`config.mk`:
```
export PLATFORM = sky130hd
export DESIGN_NAME = frame_number_offset_mapper
export DESIGN_NICKNAME = d
export VERILOG_FILES = /design/src/verilog/fn_map_pkg.sv /design/src/verilog/frame_number_offset_mapper.sv
export SDC_FILE = /design/constraint.sdc
export NUM_CORES = 1
export LEC_CHECK = 0
export BUFFER_PORTS_ARGS = -buffer_cell sky130_fd_sc_hd__buf_2
export CORE_ASPECT_RATIO = 0.75
export CORE_MARGIN = 1
export CORE_UTILIZATION = 55
export DETAILED_ROUTE_END_ITERATION = 7
export GPL_TIMING_DRIVEN = 0
export HOLD_SLACK_MARGIN = 0.02
export PLACE_DENSITY_LB_ADDON = 0.25
export SLEW_MARGIN = 20
export SYNTH_ARGS = -nofsm -noshare
export SYNTH_HDL_FRONTEND = slang
export SYNTH_SLANG_ARGS = --single-unit
```
`constraint.sdc`:
```
create_clock -name hclk -period 4.18 [get_ports hclk]
set_input_delay 0.209 -clock hclk [delete_from_list [all_inputs] [get_ports hclk]]
set_output_delay 0.209 -clock hclk [all_outputs]
set_load 0.1 [all_outputs]
```
`src/verilog/fn_map_pkg.sv`:
```
package fn_map_pkg;

	// ----------------------------------------
	// Register map
	// ----------------------------------------
	localparam logic [7:0] ADDR_CTRL = 8'h00;
	localparam logic [7:0] ADDR_DEF_SHIFT = 8'h04;
	localparam logic [7:0] ADDR_CELL_FN = 8'h08;
	localparam logic [7:0] ADDR_CONN_FN_IN = 8'h0c;
	localparam logic [7:0] ADDR_SHIFT = 8'h10;
	localparam logic [7:0] ADDR_MAP = 8'h14;
	localparam logic [7:0] ADDR_CONN_CNT = 8'h18;

	// ----------------------------------------
	// Field layout and limits
	// ----------------------------------------
	localparam int CTRL_DEDICATED_BIT = 0;
	localparam int CTRL_LOAD_BIT = 1;
	localparam int CTRL_LINK_UP_BIT = 2;
	localparam int CONN_FN_W = 8;
	localparam int CELL_FN_W = 12;
	localparam int CHIP_W = 16;
	localparam int DEF_SHIFT_W = 10;
	localparam int SHIFT_CHIP_LSB = 16;
	localparam logic [CHIP_W-1:0] CHIPS_PER_FRAME = 16'h9600;
	localparam logic [DEF_SHIFT_W-1:0] DEF_SHIFT_MAX = 10'h257;
	localparam int DEF_STEP_LOG2 = 9;
	localparam int FRAME_TIME_NS = 10000000;
	localparam int CLK_PERIOD_NS = 100;
	localparam int FRAME_CYCLES = FRAME_TIME_NS / CLK_PERIOD_NS;

	// ----------------------------------------
	// AHB encodings
	// ----------------------------------------
	localparam logic [1:0] HTRANS_NONSEQ = 2'h2;
	localparam logic [2:0] HSIZE_WORD = 3'h2;

	typedef struct packed {
		logic [CONN_FN_W-1:0] frame;
		logic [CHIP_W-1:0] chip;
	} link_shift_t;

	typedef struct packed {
		logic [CONN_FN_W-1:0] cell_from_conn;
		logic [CONN_FN_W-1:0] conn_from_cell;
	} frame_map_t;

endpackage

```
`src/verilog/frame_number_offset_mapper.sv`:
```
`timescale 1ns/1ns
module frame_number_offset_mapper #(
	parameter int FRAME_TICKS = fn_map_pkg::FRAME_CYCLES
) (
	// Clock and reset
	input wire logic hclk,
	input wire logic hresetn,
	// AHB-Lite slave
	input wire logic hsel,
	input wire logic [31:0] haddr,
	input wire logic [1:0] htrans,
	input wire logic hwrite,
	input wire logic [2:0] hsize,
	input wire logic [31:0] hwdata,
	input wire logic hready,
	output logic [31:0] hrdata,
	output logic hreadyout,
	output logic hresp,
	// Link timing outputs
	output logic [7:0] conn_frame_number,
	output logic [7:0] link_frame_shift,
	output logic [15:0] link_chip_shift,
	output logic frame_tick
);

	// ----------------------------------------
	// Local sizes
	// ----------------------------------------
	localparam int FN_W = fn_map_pkg::CONN_FN_W;
	localparam int CELL_W = fn_map_pkg::CELL_FN_W;
	localparam int CHIP_W = fn_map_pkg::CHIP_W;
	localparam int DEF_W = fn_map_pkg::DEF_SHIFT_W;
	localparam int CHIPS_W = fn_map_pkg::DEF_SHIFT_W + fn_map_pkg::DEF_STEP_LOG2;
	// One spare bit so the last count never wraps early
	localparam int TICK_W = $clog2(FRAME_TICKS) + 1;
	localparam int OFFSET_W = 8;

	// ----------------------------------------
	// Functions
	// ----------------------------------------
	// Modulo 256 sum of two frame numbers
	function automatic logic [FN_W-1:0] wrap_add(input logic [FN_W-1:0] a,
		input logic [FN_W-1:0] b);
		wrap_add = FN_W'(a + b);
	endfunction

	// Modulo 256 difference, a borrow adds 256
	function automatic logic [FN_W-1:0] wrap_sub(input logic [FN_W-1:0] a,
		input logic [FN_W-1:0] b);
		wrap_sub = FN_W'(a - b);
	endfunction

	// Register offset within the block
	function automatic logic [OFFSET_W-1:0] reg_offset(input logic [31:0] addr);
		reg_offset = addr[OFFSET_W-1:0];
	endfunction

	// ----------------------------------------
	// State
	// ----------------------------------------
	// Control
	logic dedicated_q;
	logic dedicated_d;
	logic link_up_q;
	logic link_up_d;
	logic [DEF_W-1:0] def_shift_q;
	logic [DEF_W-1:0] def_shift_d;
	// Counters
	logic [CELL_W-1:0] cell_fn_q;
	logic [CELL_W-1:0] cell_fn_d;
	logic [FN_W-1:0] conn_fn_q;
	logic [FN_W-1:0] conn_fn_d;
	logic [FN_W-1:0] conn_fn_in_q;
	logic [FN_W-1:0] conn_fn_in_d;
	// Frame tick
	logic [TICK_W-1:0] tick_cnt_q;
	logic [TICK_W-1:0] tick_cnt_d;
	logic tick_q;
	logic tick_d;
	// Link shifts and frame mapping
	fn_map_pkg::link_shift_t shift_q;
	fn_map_pkg::link_shift_t shift_d;
	fn_map_pkg::frame_map_t map_q;
	fn_map_pkg::frame_map_t map_d;
	// Bus pipeline
	logic ap_wr_q;
	logic ap_wr_d;
	logic [OFFSET_W-1:0] ap_addr_q;
	logic [OFFSET_W-1:0] ap_addr_d;
	logic [31:0] rdata_q;
	logic [31:0] rdata_d;

	// ----------------------------------------
	// Combinational helpers
	// ----------------------------------------
	logic take;
	logic [CHIPS_W-1:0] def_chips;
	logic [FN_W-1:0] split_frame;
	logic [CHIP_W-1:0] split_chip;
	logic [DEF_W-1:0] def_wr;
	logic [FN_W-1:0] low_cell;

	// ----------------------------------------
	// Bus address phase
	// ----------------------------------------
	always_comb
	begin
		take = hsel && hready && htrans == fn_map_pkg::HTRANS_NONSEQ;
		ap_wr_d = take && hwrite;
		ap_addr_d = take ? reg_offset(haddr) : ap_addr_q;
	end

	// ----------------------------------------
	// Split of the default shift
	// ----------------------------------------
	always_comb
	begin
		def_chips = CHIPS_W'({def_shift_q, {fn_map_pkg::DEF_STEP_LOG2{1'b0}}});
		split_frame = FN_W'(def_chips / CHIPS_W'(fn_map_pkg::CHIPS_PER_FRAME));
		split_chip = CHIP_W'(def_chips % CHIPS_W'(fn_map_pkg::CHIPS_PER_FRAME));
		low_cell = cell_fn_q[FN_W-1:0];
		def_wr = hwdata[DEF_W-1:0];
	end

	// ----------------------------------------
	// Frame tick
	// ----------------------------------------
	always_comb
	begin
		tick_d = 1'b0;
		tick_cnt_d = TICK_W'(tick_cnt_q + TICK_W'(1));
		if (tick_cnt_q == TICK_W'(FRAME_TICKS - 1))
		begin
			tick_cnt_d = '0;
			tick_d = 1'b1;
		end
	end

	// ----------------------------------------
	// Counters and register writes
	// ----------------------------------------
	always_comb
	begin
		dedicated_d = dedicated_q;
		link_up_d = link_up_q;
		def_shift_d = def_shift_q;
		cell_fn_d = cell_fn_q;
		conn_fn_in_d = conn_fn_in_q;
		conn_fn_d = conn_fn_q;
		// The cell counter advances on the frame tick, the connection counter only while link up is set
		if (tick_q)
		begin
			cell_fn_d = CELL_W'(cell_fn_q + CELL_W'(1));
			if (link_up_q)
				conn_fn_d = wrap_add(conn_fn_q, FN_W'(1));
		end
		// A write in the tick cycle wins over the count
		if (ap_wr_q)
		begin
			unique case (ap_addr_q)
				fn_map_pkg::ADDR_CTRL:
				begin
					dedicated_d = hwdata[fn_map_pkg::CTRL_DEDICATED_BIT];
					link_up_d = hwdata[fn_map_pkg::CTRL_LINK_UP_BIT];
					if (hwdata[fn_map_pkg::CTRL_LOAD_BIT])
						conn_fn_d = conn_fn_in_q;
				end
				fn_map_pkg::ADDR_DEF_SHIFT:
				begin
					// Values past the top step saturate
					if (def_wr > fn_map_pkg::DEF_SHIFT_MAX)
						def_shift_d = fn_map_pkg::DEF_SHIFT_MAX;
					else
						def_shift_d = def_wr;
				end
				fn_map_pkg::ADDR_CELL_FN:
					cell_fn_d = hwdata[CELL_W-1:0];
				fn_map_pkg::ADDR_CONN_FN_IN:
					conn_fn_in_d = hwdata[FN_W-1:0];
				default:
				begin
				end
			endcase
		end
	end

	// ----------------------------------------
	// Link shifts and frame mapping
	// ----------------------------------------
	always_comb
	begin
		if (dedicated_q)
		begin
			shift_d.frame = split_frame;
			shift_d.chip = split_chip;
		end
		else
		begin
			shift_d.frame = '0;
			shift_d.chip = '0;
		end
		map_d.cell_from_conn = wrap_sub(conn_fn_q, shift_q.frame);
		map_d.conn_from_cell = wrap_add(low_cell, shift_q.frame);
	end

	// ----------------------------------------
	// Read mux
	// ----------------------------------------
	// Loaded at the address phase edge, stands in the data phase
	always_comb
	begin
		rdata_d = 32'h0;
		if (take && !hwrite)
		begin
			unique case (reg_offset(haddr))
				fn_map_pkg::ADDR_CTRL:
				begin
					rdata_d[fn_map_pkg::CTRL_DEDICATED_BIT] = dedicated_q;
					rdata_d[fn_map_pkg::CTRL_LINK_UP_BIT] = link_up_q;
				end
				fn_map_pkg::ADDR_DEF_SHIFT:
					rdata_d = 32'(def_shift_q);
				fn_map_pkg::ADDR_CELL_FN:
					rdata_d = 32'(cell_fn_q);
				fn_map_pkg::ADDR_CONN_FN_IN:
					rdata_d = 32'(conn_fn_in_q);
				fn_map_pkg::ADDR_SHIFT:
					rdata_d = 32'(shift_q.frame)
						| (32'(shift_q.chip) << fn_map_pkg::SHIFT_CHIP_LSB);
				fn_map_pkg::ADDR_MAP:
					rdata_d = 32'({map_q.conn_from_cell, map_q.cell_from_conn});
				fn_map_pkg::ADDR_CONN_CNT:
					rdata_d = 32'(conn_fn_q);
				default:
					rdata_d = 32'h0;
			endcase
		end
	end

	// ----------------------------------------
	// Registers
	// ----------------------------------------
	always_ff @(posedge hclk or negedge hresetn)
	begin
		if (!hresetn)
		begin
			ap_wr_q <= 1'b0;
			ap_addr_q <= '0;
			rdata_q <= 32'h0;
			dedicated_q <= 1'b0;
			link_up_q <= 1'b0;
			def_shift_q <= '0;
			cell_fn_q <= '0;
			conn_fn_in_q <= '0;
			conn_fn_q <= '0;
			shift_q <= '0;
			tick_cnt_q <= '0;
			tick_q <= 1'b0;
			map_q <= '0;
		end
		else
		begin
			ap_wr_q <= ap_wr_d;
			ap_addr_q <= ap_addr_d;
			rdata_q <= rdata_d;
			dedicated_q <= dedicated_d;
			link_up_q <= link_up_d;
			def_shift_q <= def_shift_d;
			cell_fn_q <= cell_fn_d;
			conn_fn_in_q <= conn_fn_in_d;
			conn_fn_q <= conn_fn_d;
			shift_q <= shift_d;
			tick_cnt_q <= tick_cnt_d;
			tick_q <= tick_d;
			map_q <= map_d;
		end
	end

	// ----------------------------------------
	// Outputs
	// ----------------------------------------
	// Zero wait states, always an OKAY response
	assign hrdata = rdata_q;
	assign hreadyout = 1'b1;
	assign hresp = 1'b0;
	assign conn_frame_number = conn_fn_q;
	assign link_frame_shift = shift_q.frame;
	assign link_chip_shift = shift_q.chip;
	assign frame_tick = tick_q;

endmodule // frame_number_offset_mapper

```
Word level (Yosys, flattened, before mapping):

Index checks and enable logic that the tools add are counted.

* flip-flop bits (word level): 140
* bits of input ports: 74
* output and inout port bits: 67
* logic and storage cells: 62

* add/sub/neg operators: 5
* div/mod/pow operators: 2
* magnitude comparators: 1
* equal/unequal tests: 11
* muxes and demuxes: 17
* bitwise logic cells: 1
* reductions and logical operators: 10

Operators by type and width (count)
* one-hot mux 29 bit (6 select lines): 1
* two-way mux 8 bit: 5
* two-way mux 12 bit: 3
* equality test 8 x 4 -> 1 bit (second input constant): 4
* two-way mux 32 bit: 1
* bitwise OR 8 x 32 -> 32 bit: 1
* equality test 8 x 5 -> 1 bit (second input constant): 3
* two-way mux 24 bit: 1
* divider 19 x 16 -> 19 bit (second input constant): 1
* remainder unit 19 x 16 -> 19 bit (second input constant): 1
* adder 18 x 1 -> 18 bit (second input constant): 1
* equality test 18 x 17 -> 1 bit (second input constant): 1
* two-way mux 18 bit: 1
* equality test 8 x 3 -> 1 bit (second input constant): 2
* logical NOT 8 bit: 2
* one-hot mux 1 bit (7 select lines): 2
* adder 12 x 1 -> 12 bit (second input constant): 1
* greater-than comparator 10 bit (second input constant): 1
* two-way mux 10 bit: 1
* adder 8 x 1 -> 8 bit (second input constant): 1
* adder 8 bit: 1
* subtractor 8 bit: 1
* one-hot mux 1 bit (6 select lines): 1
* AND reduction 2 bit: 3
* other kinds (4): 7

Longest topological paths before layout:

Gate-level depths: netlist of run 1.

* word-level depth: 6
* mapped depth: 19
* gate-level depth less buffers: 15

Least setup slack after synthesis of run 1:

Ideal clock, no wire load.

* path kind: flip-flop to flip-flop
* start point: register def_shift_q[5]
* end point: register shift_q (netlist bit link_chip_shift[11])
* setup time: 0.081 ns
* arrival time: 3.506 ns
* required time: 4.099 ns
* path slack: 0.593 ns
* stages on the path, launching flop included: 18
* path buffers: 2
* clock period less this slack: 3.587 ns
* cells stage by stage: dfrtp_1 -> buf_6 -> a21o_4 -> or4_4 -> o211ai_2 -> a21oi_4 -> or4_4 -> nand2_2 -> o21ai_0 -> nor2_1 -> nor2_1 -> ha_1 -> inv_1 -> nand3_1 -> a311o_1 -> buf_6 -> and4_4 -> nor3_2

RTL lines
* start, declared: RTL line frame_number_offset_mapper.sv:66 `logic [DEF_W-1:0] def_shift_q;`
* start signal, assigned: RTL line frame_number_offset_mapper.sv:268 `def_shift_q <= def_shift_d;`
* end signal, assigned: RTL line frame_number_offset_mapper.sv:272 `shift_q <= shift_d;`
* end, declared: RTL line frame_number_offset_mapper.sv:81 `fn_map_pkg::link_shift_t shift_q;`

==> results.json, run 1 <==
{
  "synth_common_cells": "dfrtp_1, nor2_1, nand2_1",
  "worstPathCellList": "buf_6 -> a21o_4 -> or4_4 -> o211ai_2 -> a21oi_4 -> or4_4 -> nand2_2 -> o21ai_0 -> nor2_1 -> nor2_1 -> ha_1 -> a211o_1 -> a311o_1 -> buf_6 -> a31oi_1 -> nor3b_2",
  "hp-class": "primary input to flip-flop",
  "netlist.top_cell.by_area": "dfrtp_1",
  "place_congestion": 1.02,
  "synth_edf_count": 0,
  "drive_above_1_share_pct": 23.6,
  "tightest_slew_ns": 1.01,
  "synth.top_cell.area_share_pct": 44.5,
  "die_area_sq_um": 12500,
  "htreeDepth": 4,
  "synth_area_sq_um": 6630,
  "fin_crit_ns": 3.99,
  "maxSlewViolCount": 0,
  "synth_cell_type_count": 69,
  "max_stage_delay_ns": 0.55,
  "layout_setup_ws_ns": 0.192,
  "cp_num_buf_inv": 2,
  "setup_viol": 0,
  "cellPowerDensity_nw_per_um2": 519,
  "path_class": "flip-flop to flip-flop",
  "dp_worst_setup_slack_ns": 0.172,
  "wire_per_inst_um": 17.7,
  "postRouteAntennaNets": 0,
  "drt_first_pass_iters": 5,
  "worst_clock_skew_ns": 0.00723,
  "synthFlopType": "dfrtp_1",
  "drt_iter0_drc": 526,
  "vias_per_cell": 5.74,
  "areaGrowthSynthToFinish_pct": 20.8,
  "antenna_cells": 0,
  "fin_nets": 890,
  "maxCapViolations": 0,
  "cts_tree": "built",
  "status": "complete, no violations",
  "clock_path_buffers": 2,
  "crit_arrival_ns": 4.26,
  "grt_pass1_wl_um": 28100,
  "root_buffer": "clkbuf_16",
  "syn_avg_cell_area_sq_um": 9.67,
  "min_period_over_period_pct": 95.4,
  "io_pins": 141,
  "core_area_sq_um": 11700,
  "syn_inst": 686,
  "crit_path_end_kind": "flip-flop",
  "required_ns": 4.45,
  "gr-total-overflow": 0,
  "grt_max_degree": 64,
  "max_freq_ghz": 0.251,
  "yosys_warnings": 0,
  "rows": 34,
  "vias": 5609,
  "clk_pin_slew_ns": 0.05,
  "die_width_um": 129,
  "yosysMostFrequentCell": "dfrtp_1",
  "slew_headroom_pct": 32.5,
  "worst_setup_path_start_kind": "flip-flop",
  "initial_core_util_pct": 56.9,
  "grt_usage_pct": 29.4,
  "worstSkewPairLatency_ns": 0.41,
  "grt_pass1_vias": 5534,
  "die_h_um": 97.1,
  "synth-seq-area-share_pct": 44.5,
  "cts_buffers": 17,
  "ys_ff_latch": 118,
  "leakage_nw": 3.64,
  "ir_drop_v": 0.000302,
  "wirelength_um": 17300,
  "io_buffers": 69,
  "dp_hpwl_um": 12400,
  "hold_violations": 0,
  "cts_sinks": 118,
  "cp_top_family": "simple AND/OR/NAND/NOR gates",
  "synthArstFlopShare_pct": 100,
  "path_max_fanout": 9,
  "antenna_found_initial": 0,
  "tns_ns": 0,
  "critPathSlowestCell": "or4_4",
  "drc": 0,
  "rsz0062_at_grt": "false",
  "synth.area.top_cells": "dfrtp_1, xnor2_1, nor2_1"
}
## repair_timing
action | 4_1_cts | 5_1_grt
hold endpoints to repair | 55 | 0
hold buffers | 1 | 0
setup endpoints to repair | 0 | 8
buffers inserted | 0 | 5
gates resized for setup | 0 | 11
## worst reg2reg max path, stage by stage (launching register included)
cell and delay (ns):
dfrtp_1 0.37, buf_6 0.14, a21o_4 0.23, or4_4 0.55, o211ai_2 0.14, a21oi_4 0.15, or4_4 0.55, nand2_2 0.11
o21ai_0 0.14, nor2_1 0.12, nor2_1 0.08, ha_1 0.24, a211o_1 0.25, a311o_1 0.38, buf_6 0.14, a31oi_1 0.17
nor3b_2 0.08
## registers in the layout (all words and copies together) (netlist names)
signal	cells
ap_addr_q	8
ap_wr_q	1
cell_fn_q	12
conn_fn_in_q	8
conn_frame_number	8
dedicated_q	1
def_shift_q	10
frame_tick	1
hrdata	23
link_chip_shift	7
link_frame_shift	4
link_up_q	1
map_q	16
tick_cnt_q	18
## logic make-up after synthesis
logic type	share of synthesized area, %
AOI/OAI and AO/OA	15.3
xor gates and xnor gates	7.53
adders and majority gates	2.87
buffers and inverters	5.83
DFF	44.5
muxes	5.21
other	0.113
and+or+nand+nor	18.7
## stage by stage
stage	utilization [%]	total power, mW	hold WS, ns	instance area, sq um	cells
after detailed placement	62.7	2.66	0.198	7300	940
after floorplan	-	2.42	-0.0866	6720	708
after CTS	67.9	4.13	0.0414	7910	973
after global routing	68.8	4.33	0.0461	8020	977
final	68.8	4.16	0.0463	8020	977
after global placement	62.3	2.62	0.445	7260	939
## cell usage in the layout (no fill, tap or decap), types with 5 or more instances in the layout
cell,Yosys,layout
dfrtp_1,118,118
nor2_1,74,74
buf_2,6,73
nand2_1,54,54
a21oi_1,47,46
xnor2_1,33,33
buf_4,25,29
nand3_1,25,25
xor2_1,24,24
conb_1,2,24
o21ai_0,21,20
clkbuf_1,19,20
mux2_2,20,20
inv_1,19,19
clkbuf_16,0,17
nor3_1,13,13
and3_1,12,12
ha_1,12,12
and2_1,12,11
mux2i_1,12,11
o211ai_1,9,9
a22oi_1,9,9
nand2b_1,8,8
nand4_1,7,7
nor2b_1,6,6
a31oi_1,6,6
a211o_1,5,5
nand3b_1,5,5
## report_power, final
part / switching [mW] / leakage (nW) / internal [mW]
sequential: 0.0922 / 1.42 / 1.28
combinational: 0.918 / 1.94 / 0.409
clock: 0.532 / 0.291 / 0.928
## final cells by class
cell class,instances,area (sq um)
plain buffers,51,310
clock buffers,22,474
clock inverters,10,121
fillers,918,3640
inverters,20,75.1
multi-input cells,518,3440
flip-flops and latches,118,2950
well taps,162,203
repair buffers,76,439
## per-layer routing
metal / wire, um / global-route usage [%]
met3: 1370 / 7.54
met1: 7670 / 41.2
met4: 187 / 7.42
met2: 8030 / 45.3
met5: 0 / 0
## path summary, 6_finish.rpt
kind	slack, ns	endpoint	startpoint	cells past startpoint
worst max-delay path	0.19	link_chip_shift[13]	def_shift_q[5]	16
worst min-delay path	0.05	ap_addr_q[7]	haddr[7]	2
worst max register to register	0.19	link_chip_shift[13]	def_shift_q[5]	16
worst min register to register	0.46	tick_cnt_q[0]	tick_cnt_q[0]	1
max in group asynchronous	3.17	link_frame_shift[1]	hresetn	3
min in group asynchronous	0.33	hrdata[5]	hresetn	2
Power figures use the tool's default switching activity.
==> run 2: changes to the inputs <==
--- a/config.mk
+++ b/config.mk
@@ -10,3 +10,4 @@
 export CORE_MARGIN = 1
-export CORE_UTILIZATION = 55
+export CORE_UTILIZATION = 57
+export CTS_BUF_LIST = sky130_fd_sc_hd__clkbuf_4 sky130_fd_sc_hd__clkbuf_8
 export DETAILED_ROUTE_END_ITERATION = 7
==> constraint.sdc (replaced) <==
create_clock -name hclk -period 4.18 [get_ports hclk]
set_input_delay 1.045 -clock hclk [delete_from_list [all_inputs] [get_ports hclk]]
set_output_delay 1.045 -clock hclk [all_outputs]
set_load 0.1 [all_outputs]
==> results.json, run 2 (same netlist as run 1, synthesis figures left out) <==
{
  "p_int_mw": 2.18,
  "gr-total-overflow": 0,
  "drt_first_pass_iters": 6,
  "hold_violations": 0,
  "fin_crit_ns": 4.00,
  "cts_tree": "built",
  "clockPowerShare_pct": 27.5,
  "max_freq_ghz": 0.250,
  "path_max_fanout": 9,
  "worst_clock_skew_ns": 0.0117,
  "p_sw_share_pct": 41.2,
  "fin_util_pct": 69.8,
  "path_class": "flip-flop to flip-flop",
  "maxSlewViolCount": 0,
  "hp-class": "flip-flop to flip-flop",
  "drive_above_1_share_pct": 23.8,
  "antenna_cells": 0,
  "fin_nets": 890,
  "seqPwrFrac_pct": 37.0,
  "power_switching_mw": 1.53,
  "crit_path_end_kind": "flip-flop",
  "grt_usage_pct": 29.2,
  "hold_depth": 1,
  "io_buffers": 69,
  "crit_arrival_ns": 4.31,
  "setup_viol": 0,
  "cts_sinks": 118,
  "final_cell_mix": "dfrtp_1, nor2_1, buf_2",
  "die_width_um": 127,
  "root_buffer": "clkbuf_8",
  "drt_iter0_drc": 612,
  "dp_hpwl_um": 12100,
  "power_frac_comb_pct": 35.5,
  "status": "complete, no violations",
  "tightest_slew_ns": 1.09,
  "worst_setup_path_start_kind": "flip-flop",
  "die_h_um": 95.4,
  "dp_worst_setup_slack_ns": 0.170,
  "layout_setup_ws_ns": 0.179,
  "initial_core_util_pct": 59.7,
  "leakage_nw": 3.54,
  "rows": 33,
  "num-fill-cells": 830,
  "htreeDepth": 4,
  "cellPowerDensity_nw_per_um2": 478,
  "clk_pin_slew_ns": 0.08,
  "place_congestion": 1.01,
  "largest_reg_flops": 23,
  "rr_worst_depth": 17,
  "maxCapViolations": 0,
  "areaGrowthSynthToFinish_pct": 16.8,
  "ir_drop_v": 0.000197,
  "io_pins": 141,
  "postRouteAntennaNets": 0,
  "vias": 5646,
  "vias_per_cell": 5.91,
  "wire_per_inst_um": 17.3,
  "grt_max_degree": 78,
  "wirelength_um": 16500,
  "final_common_cell": "dfrtp_1",
  "tns_ns": 0,
  "worstSkewPairLatency_ns": 0.45,
  "slew_headroom_pct": 26.6,
  "worstPathCellList": "buf_6 -> a21o_4 -> or4_4 -> o211ai_2 -> a21oi_4 -> or4_4 -> nand2_2 -> o21ai_0 -> nor2_1 -> nor2_1 -> ha_1 -> inv_1 -> nand3_1 -> a311o_1 -> buf_6 -> a21oi_1 -> nor3_2",
  "required_ns": 4.49,
  "core_area_sq_um": 11100,
  "cts_buffers": 17,
  "min_period_over_period_pct": 95.7,
  "finalPower_mw": 3.71,
  "drc": 0,
  "grt_pass1_wl_um": 26600,
  "timing.hold.ws_ns": 0.471,
  "antenna_found_initial": 0,
  "grt_pass1_vias": 5327,
  "clock_path_buffers": 2,
  "die_area_sq_um": 12100,
  "critPathSlowestCell": "or4_4",
  "max_stage_delay_ns": 0.55
}
## run 2: metal layers
metal  vias up  GRT usage, %  routed length (um)
li1       2612             -                   -
met1      2649          39.1                7030
met2       322          45.8                7320
met3        63          8.19                1740
met4         0          10.6                 467
met5         -             0                   0
## run 2: repair_timing
| item | in CTS | in global routing |
|---|---|---|
| setup buffers | 0 | 6 |
| endpoints found under the setup margin | 0 | 8 |
| endpoints found under the hold margin | 0 | 0 |
| hold buffers | 0 | 0 |
| gates resized for setup | 0 | 12 |
## run 2: worst max-delay path: cells and delay by family (launching register included)
| kind | cells | cell delay (ns) |
|---|---|---|
| fa+ha+maj | 1 | 0.24 |
| buf+inv | 3 | 0.39 |
| flops | 1 | 0.38 |
| simple gates | 7 | 1.59 |
| compound gates | 6 | 1.26 |
## run 2: layout make-up
type	instances	area (sq um)	share of cell area [%]
timing repair buffer	76	424	5.47
inverter	20	75.1	0.969
clock inverter	14	143	1.84
tap	140	175	2.26
buffer	51	310	4.00
clock buffer	18	241	3.12
sequential	118	2950	38.1
multi-input combinational	518	3430	44.2
## run 2: power by group through the flow
stage / sequential, mW / clock, mW / combinational [mW]
2_1_floorplan: 1.70 / 0 / 0.721
3_3_place_gp: 1.39 / 0 / 1.23
3_5_place_dp: 1.39 / 0 / 1.27
4_1_cts: 1.37 / 1.03 / 1.28
5_1_grt: 1.39 / 1.09 / 1.41
6_report: 1.37 / 1.02 / 1.32
## run 2: through the flow
step                cell area (sq um)  std cells
finish                           7750        955
global route                     7750        955
CTS                              7660        950
detailed placement               7280        918
global placement                 7240        917
floorplan                        6720        708
## run 2: worst paths after layout
| check | start | to | slack, ns |
|---|---|---|---|
| setup / recovery | def_shift_q[5] | link_chip_shift[9] | 0.18 |
| hold / removal | link_chip_shift[15] | hrdata[31] | 0.47 |
| setup reg to reg | def_shift_q[5] | link_chip_shift[9] | 0.18 |
| hold reg to reg | link_chip_shift[15] | hrdata[31] | 0.47 |
| max in group asynchronous | hresetn | link_chip_shift[14] | 2.98 |
| min in group asynchronous | hresetn | map_q[12] | 0.51 |
==> run 3: changes to the inputs <==
ABC_AREA = 1   (was default)
==> results.json, run 3 <==
{
  "status": "complete, no violations",
  "syn_avg_cell_area_sq_um": 8.16,
  "synth.area.top_cells": "dfrtp_1, nand2_1, inv_1",
  "antenna_cells": 0,
  "path_class": "flip-flop to flip-flop",
  "place_congestion": 0.875,
  "tns_ns": 0,
  "clock_path_buffers": 2,
  "tightest_slew_ns": 1.03,
  "rsz0062_at_grt": "false",
  "path_max_fanout": 10,
  "synth_common_cells": "nand2_1, dfrtp_1, inv_1",
  "slew_headroom_pct": 31.0,
  "die_area_sq_um": 12100,
  "min_period_over_period_pct": 80.6,
  "clk_pin_slew_ns": 0.07,
  "io_buffers": 69,
  "startpoint": "def_shift_q[8]",
  "synth_area_sq_um": 6670,
  "fin_crit_ns": 3.37,
  "busiest_layer": "met2",
  "worst_setup_path_start_kind": "flip-flop",
  "grt_pass1_wl_um": 25600,
  "largest_reg_flops": 23,
  "final_cells": 1081,
  "synth-seq-area-share_pct": 44.3,
  "hold_violations": 0,
  "antenna_found_initial": 0,
  "leakage_nw": 4.07,
  "wire_per_inst_um": 14.4,
  "max_stage_delay_ns": 0.41,
  "hp-class": "flip-flop to flip-flop",
  "rows": 33,
  "cellPowerDensity_nw_per_um2": 562,
  "synth_cell_type_count": 48,
  "setup_viol": 0,
  "final_cell_mix": "nand2_1, dfrtp_1, inv_1",
  "vias": 5733,
  "synthFlopType": "dfrtp_1",
  "fin_nets": 1016,
  "crit_path_end_kind": "flip-flop",
  "cts_sinks": 118,
  "grt_max_degree": 62,
  "io_pins": 141,
  "cts_tree": "built",
  "syn_inst": 817,
  "maxSlewViolCount": 0,
  "drt_first_pass_iters": 5,
  "drive_above_1_share_pct": 18.5,
  "core_area_sq_um": 11100,
  "initial_core_util_pct": 59.8,
  "max_freq_ghz": 0.297,
  "dp.cells": 1049,
  "fin_util_pct": 69.3,
  "die_h_um": 95.7,
  "synth_edf_count": 0,
  "cpMostUsedCell": "nand2_1",
  "grt_pass1_vias": 5254,
  "die_width_um": 127,
  "grt_usage_pct": 27.5,
  "holdCritStartpoint": "tick_cnt_q[0]",
  "root_buffer": "clkbuf_8",
  "hold_buffers": 0,
  "ys_ff_latch": 118,
  "postRouteAntennaNets": 0,
  "drc": 0,
  "worstSkewPairLatency_ns": 0.44,
  "vias_per_cell": 5.30,
  "crit_arrival_ns": 3.73,
  "synthArstFlopShare_pct": 100,
  "htreeDepth": 4,
  "use_met3_pct": 6.40,
  "regToRegStartpoint": "def_shift_q[8]",
  "netlist.top_cell.by_area": "dfrtp_1",
  "areaGrowthSynthToFinish_pct": 15.9,
  "dp_hpwl_um": 11700,
  "yosysMostFrequentCell": "nand2_1",
  "worst_clock_skew_ns": 0.0109,
  "drt_iter0_drc": 453,
  "synth.top_cell.area_share_pct": 44.3,
  "cts_resized": 0,
  "maxCapViolations": 0,
  "required_ns": 4.54,
  "gr-total-overflow": 0,
  "finalPower_mw": 4.34,
  "postCtsSetupBuffers": 0,
  "yosys_warnings": 0,
  "wirelength_um": 15500,
  "critPathSlowestCell": "dfrtp_1",
  "ir_drop_v": 0.000453,
  "cts_buffers": 17,
  "groute.layer.met2.usage_pct": 41.7,
  "use_met1_pct": 39.4,
  "final_common_cell": "nand2_1"
}
==> run 3: changes by cell type in the layout (fill, tap and decap cells not counted), moves of 14 or more <==
cell     previous run  this run
nand3_1            25        48
nand4_1             7        21
inv_1              19       112
o21ai_0            19        52
nand2_1            54       172
xnor2_1            33         6
a21oi_1            46        22
mux2_2             20         0
==> run 3: through the flow <==
step	hold WS [ns]	setup slack (ns)	instance area [sq um]
floorplan	0.433	1.25	6750
global route	0.487	0.430	7730
global placement	0.449	0.615	7270
finish	0.456	0.809	7730
CTS	0.460	0.802	7730
detailed placement	0.451	0.591	7310
==> run 3: critical path, delay by kind of cell (launching register included) <==
kind          cells  cell delay [ns]
buf+inv           3             0.19
flops             1             0.41
fa+ha+maj         1             0.17
simple gates     24             2.52
==> run 3: cell families (layout without fill, tap and decap cells) <==
group	count (synthesis)	in the layout	synth area share, %
adders and majority gates	14	14	2.85
xor gates and xnor gates	33	33	4.33
DFF	118	118	44.3
buffers and inverters	152	254	10.0
and+or+nand+nor	383	383	28.1
AOI/OAI and AO/OA	115	115	10.3
other	2	24	0.113
==> run 3: metal layers <==
layer | share of wire (%) | vias to the layer above | wire [um]
li1 | - | 2834 | -
met1 | 49 | 2646 | 7540
met2 | 42 | 235 | 6560
met3 | 8.0 | 18 | 1240
met4 | 1.1 | 0 | 172
met5 | 0 | - | 0
==> run 3: layout make-up <==
cell class,count,area (sq um)
fillers,935,3420
multi-input cells,569,3130
flip-flops and latches,118,2950
inverters,115,434
repair buffers,70,379
clock buffers,24,330
plain buffers,37,234
well taps,140,175
clock inverters,8,92.6
==> run 3: where the power goes <==
group | internal (mW) | switching (mW)
sequential | 1.34 | 0.134
combinational | 0.482 | 1.30
clock | 0.636 | 0.450
==> run 3: final timing paths <==
| path | depth (start not counted) | slack [ns] | to |
|---|---|---|---|
| hold reg to reg | 1 | 0.46 | tick_cnt_q[0] |
| setup / recovery | 28 | 0.81 | link_chip_shift[12] |
| hold / removal | 1 | 0.46 | tick_cnt_q[0] |
| min in group asynchronous | 1 | 0.57 | tick_cnt_q[9] |
| max in group asynchronous | 2 | 2.94 | def_shift_q[6] |
| setup reg to reg | 28 | 0.81 | link_chip_shift[12] |
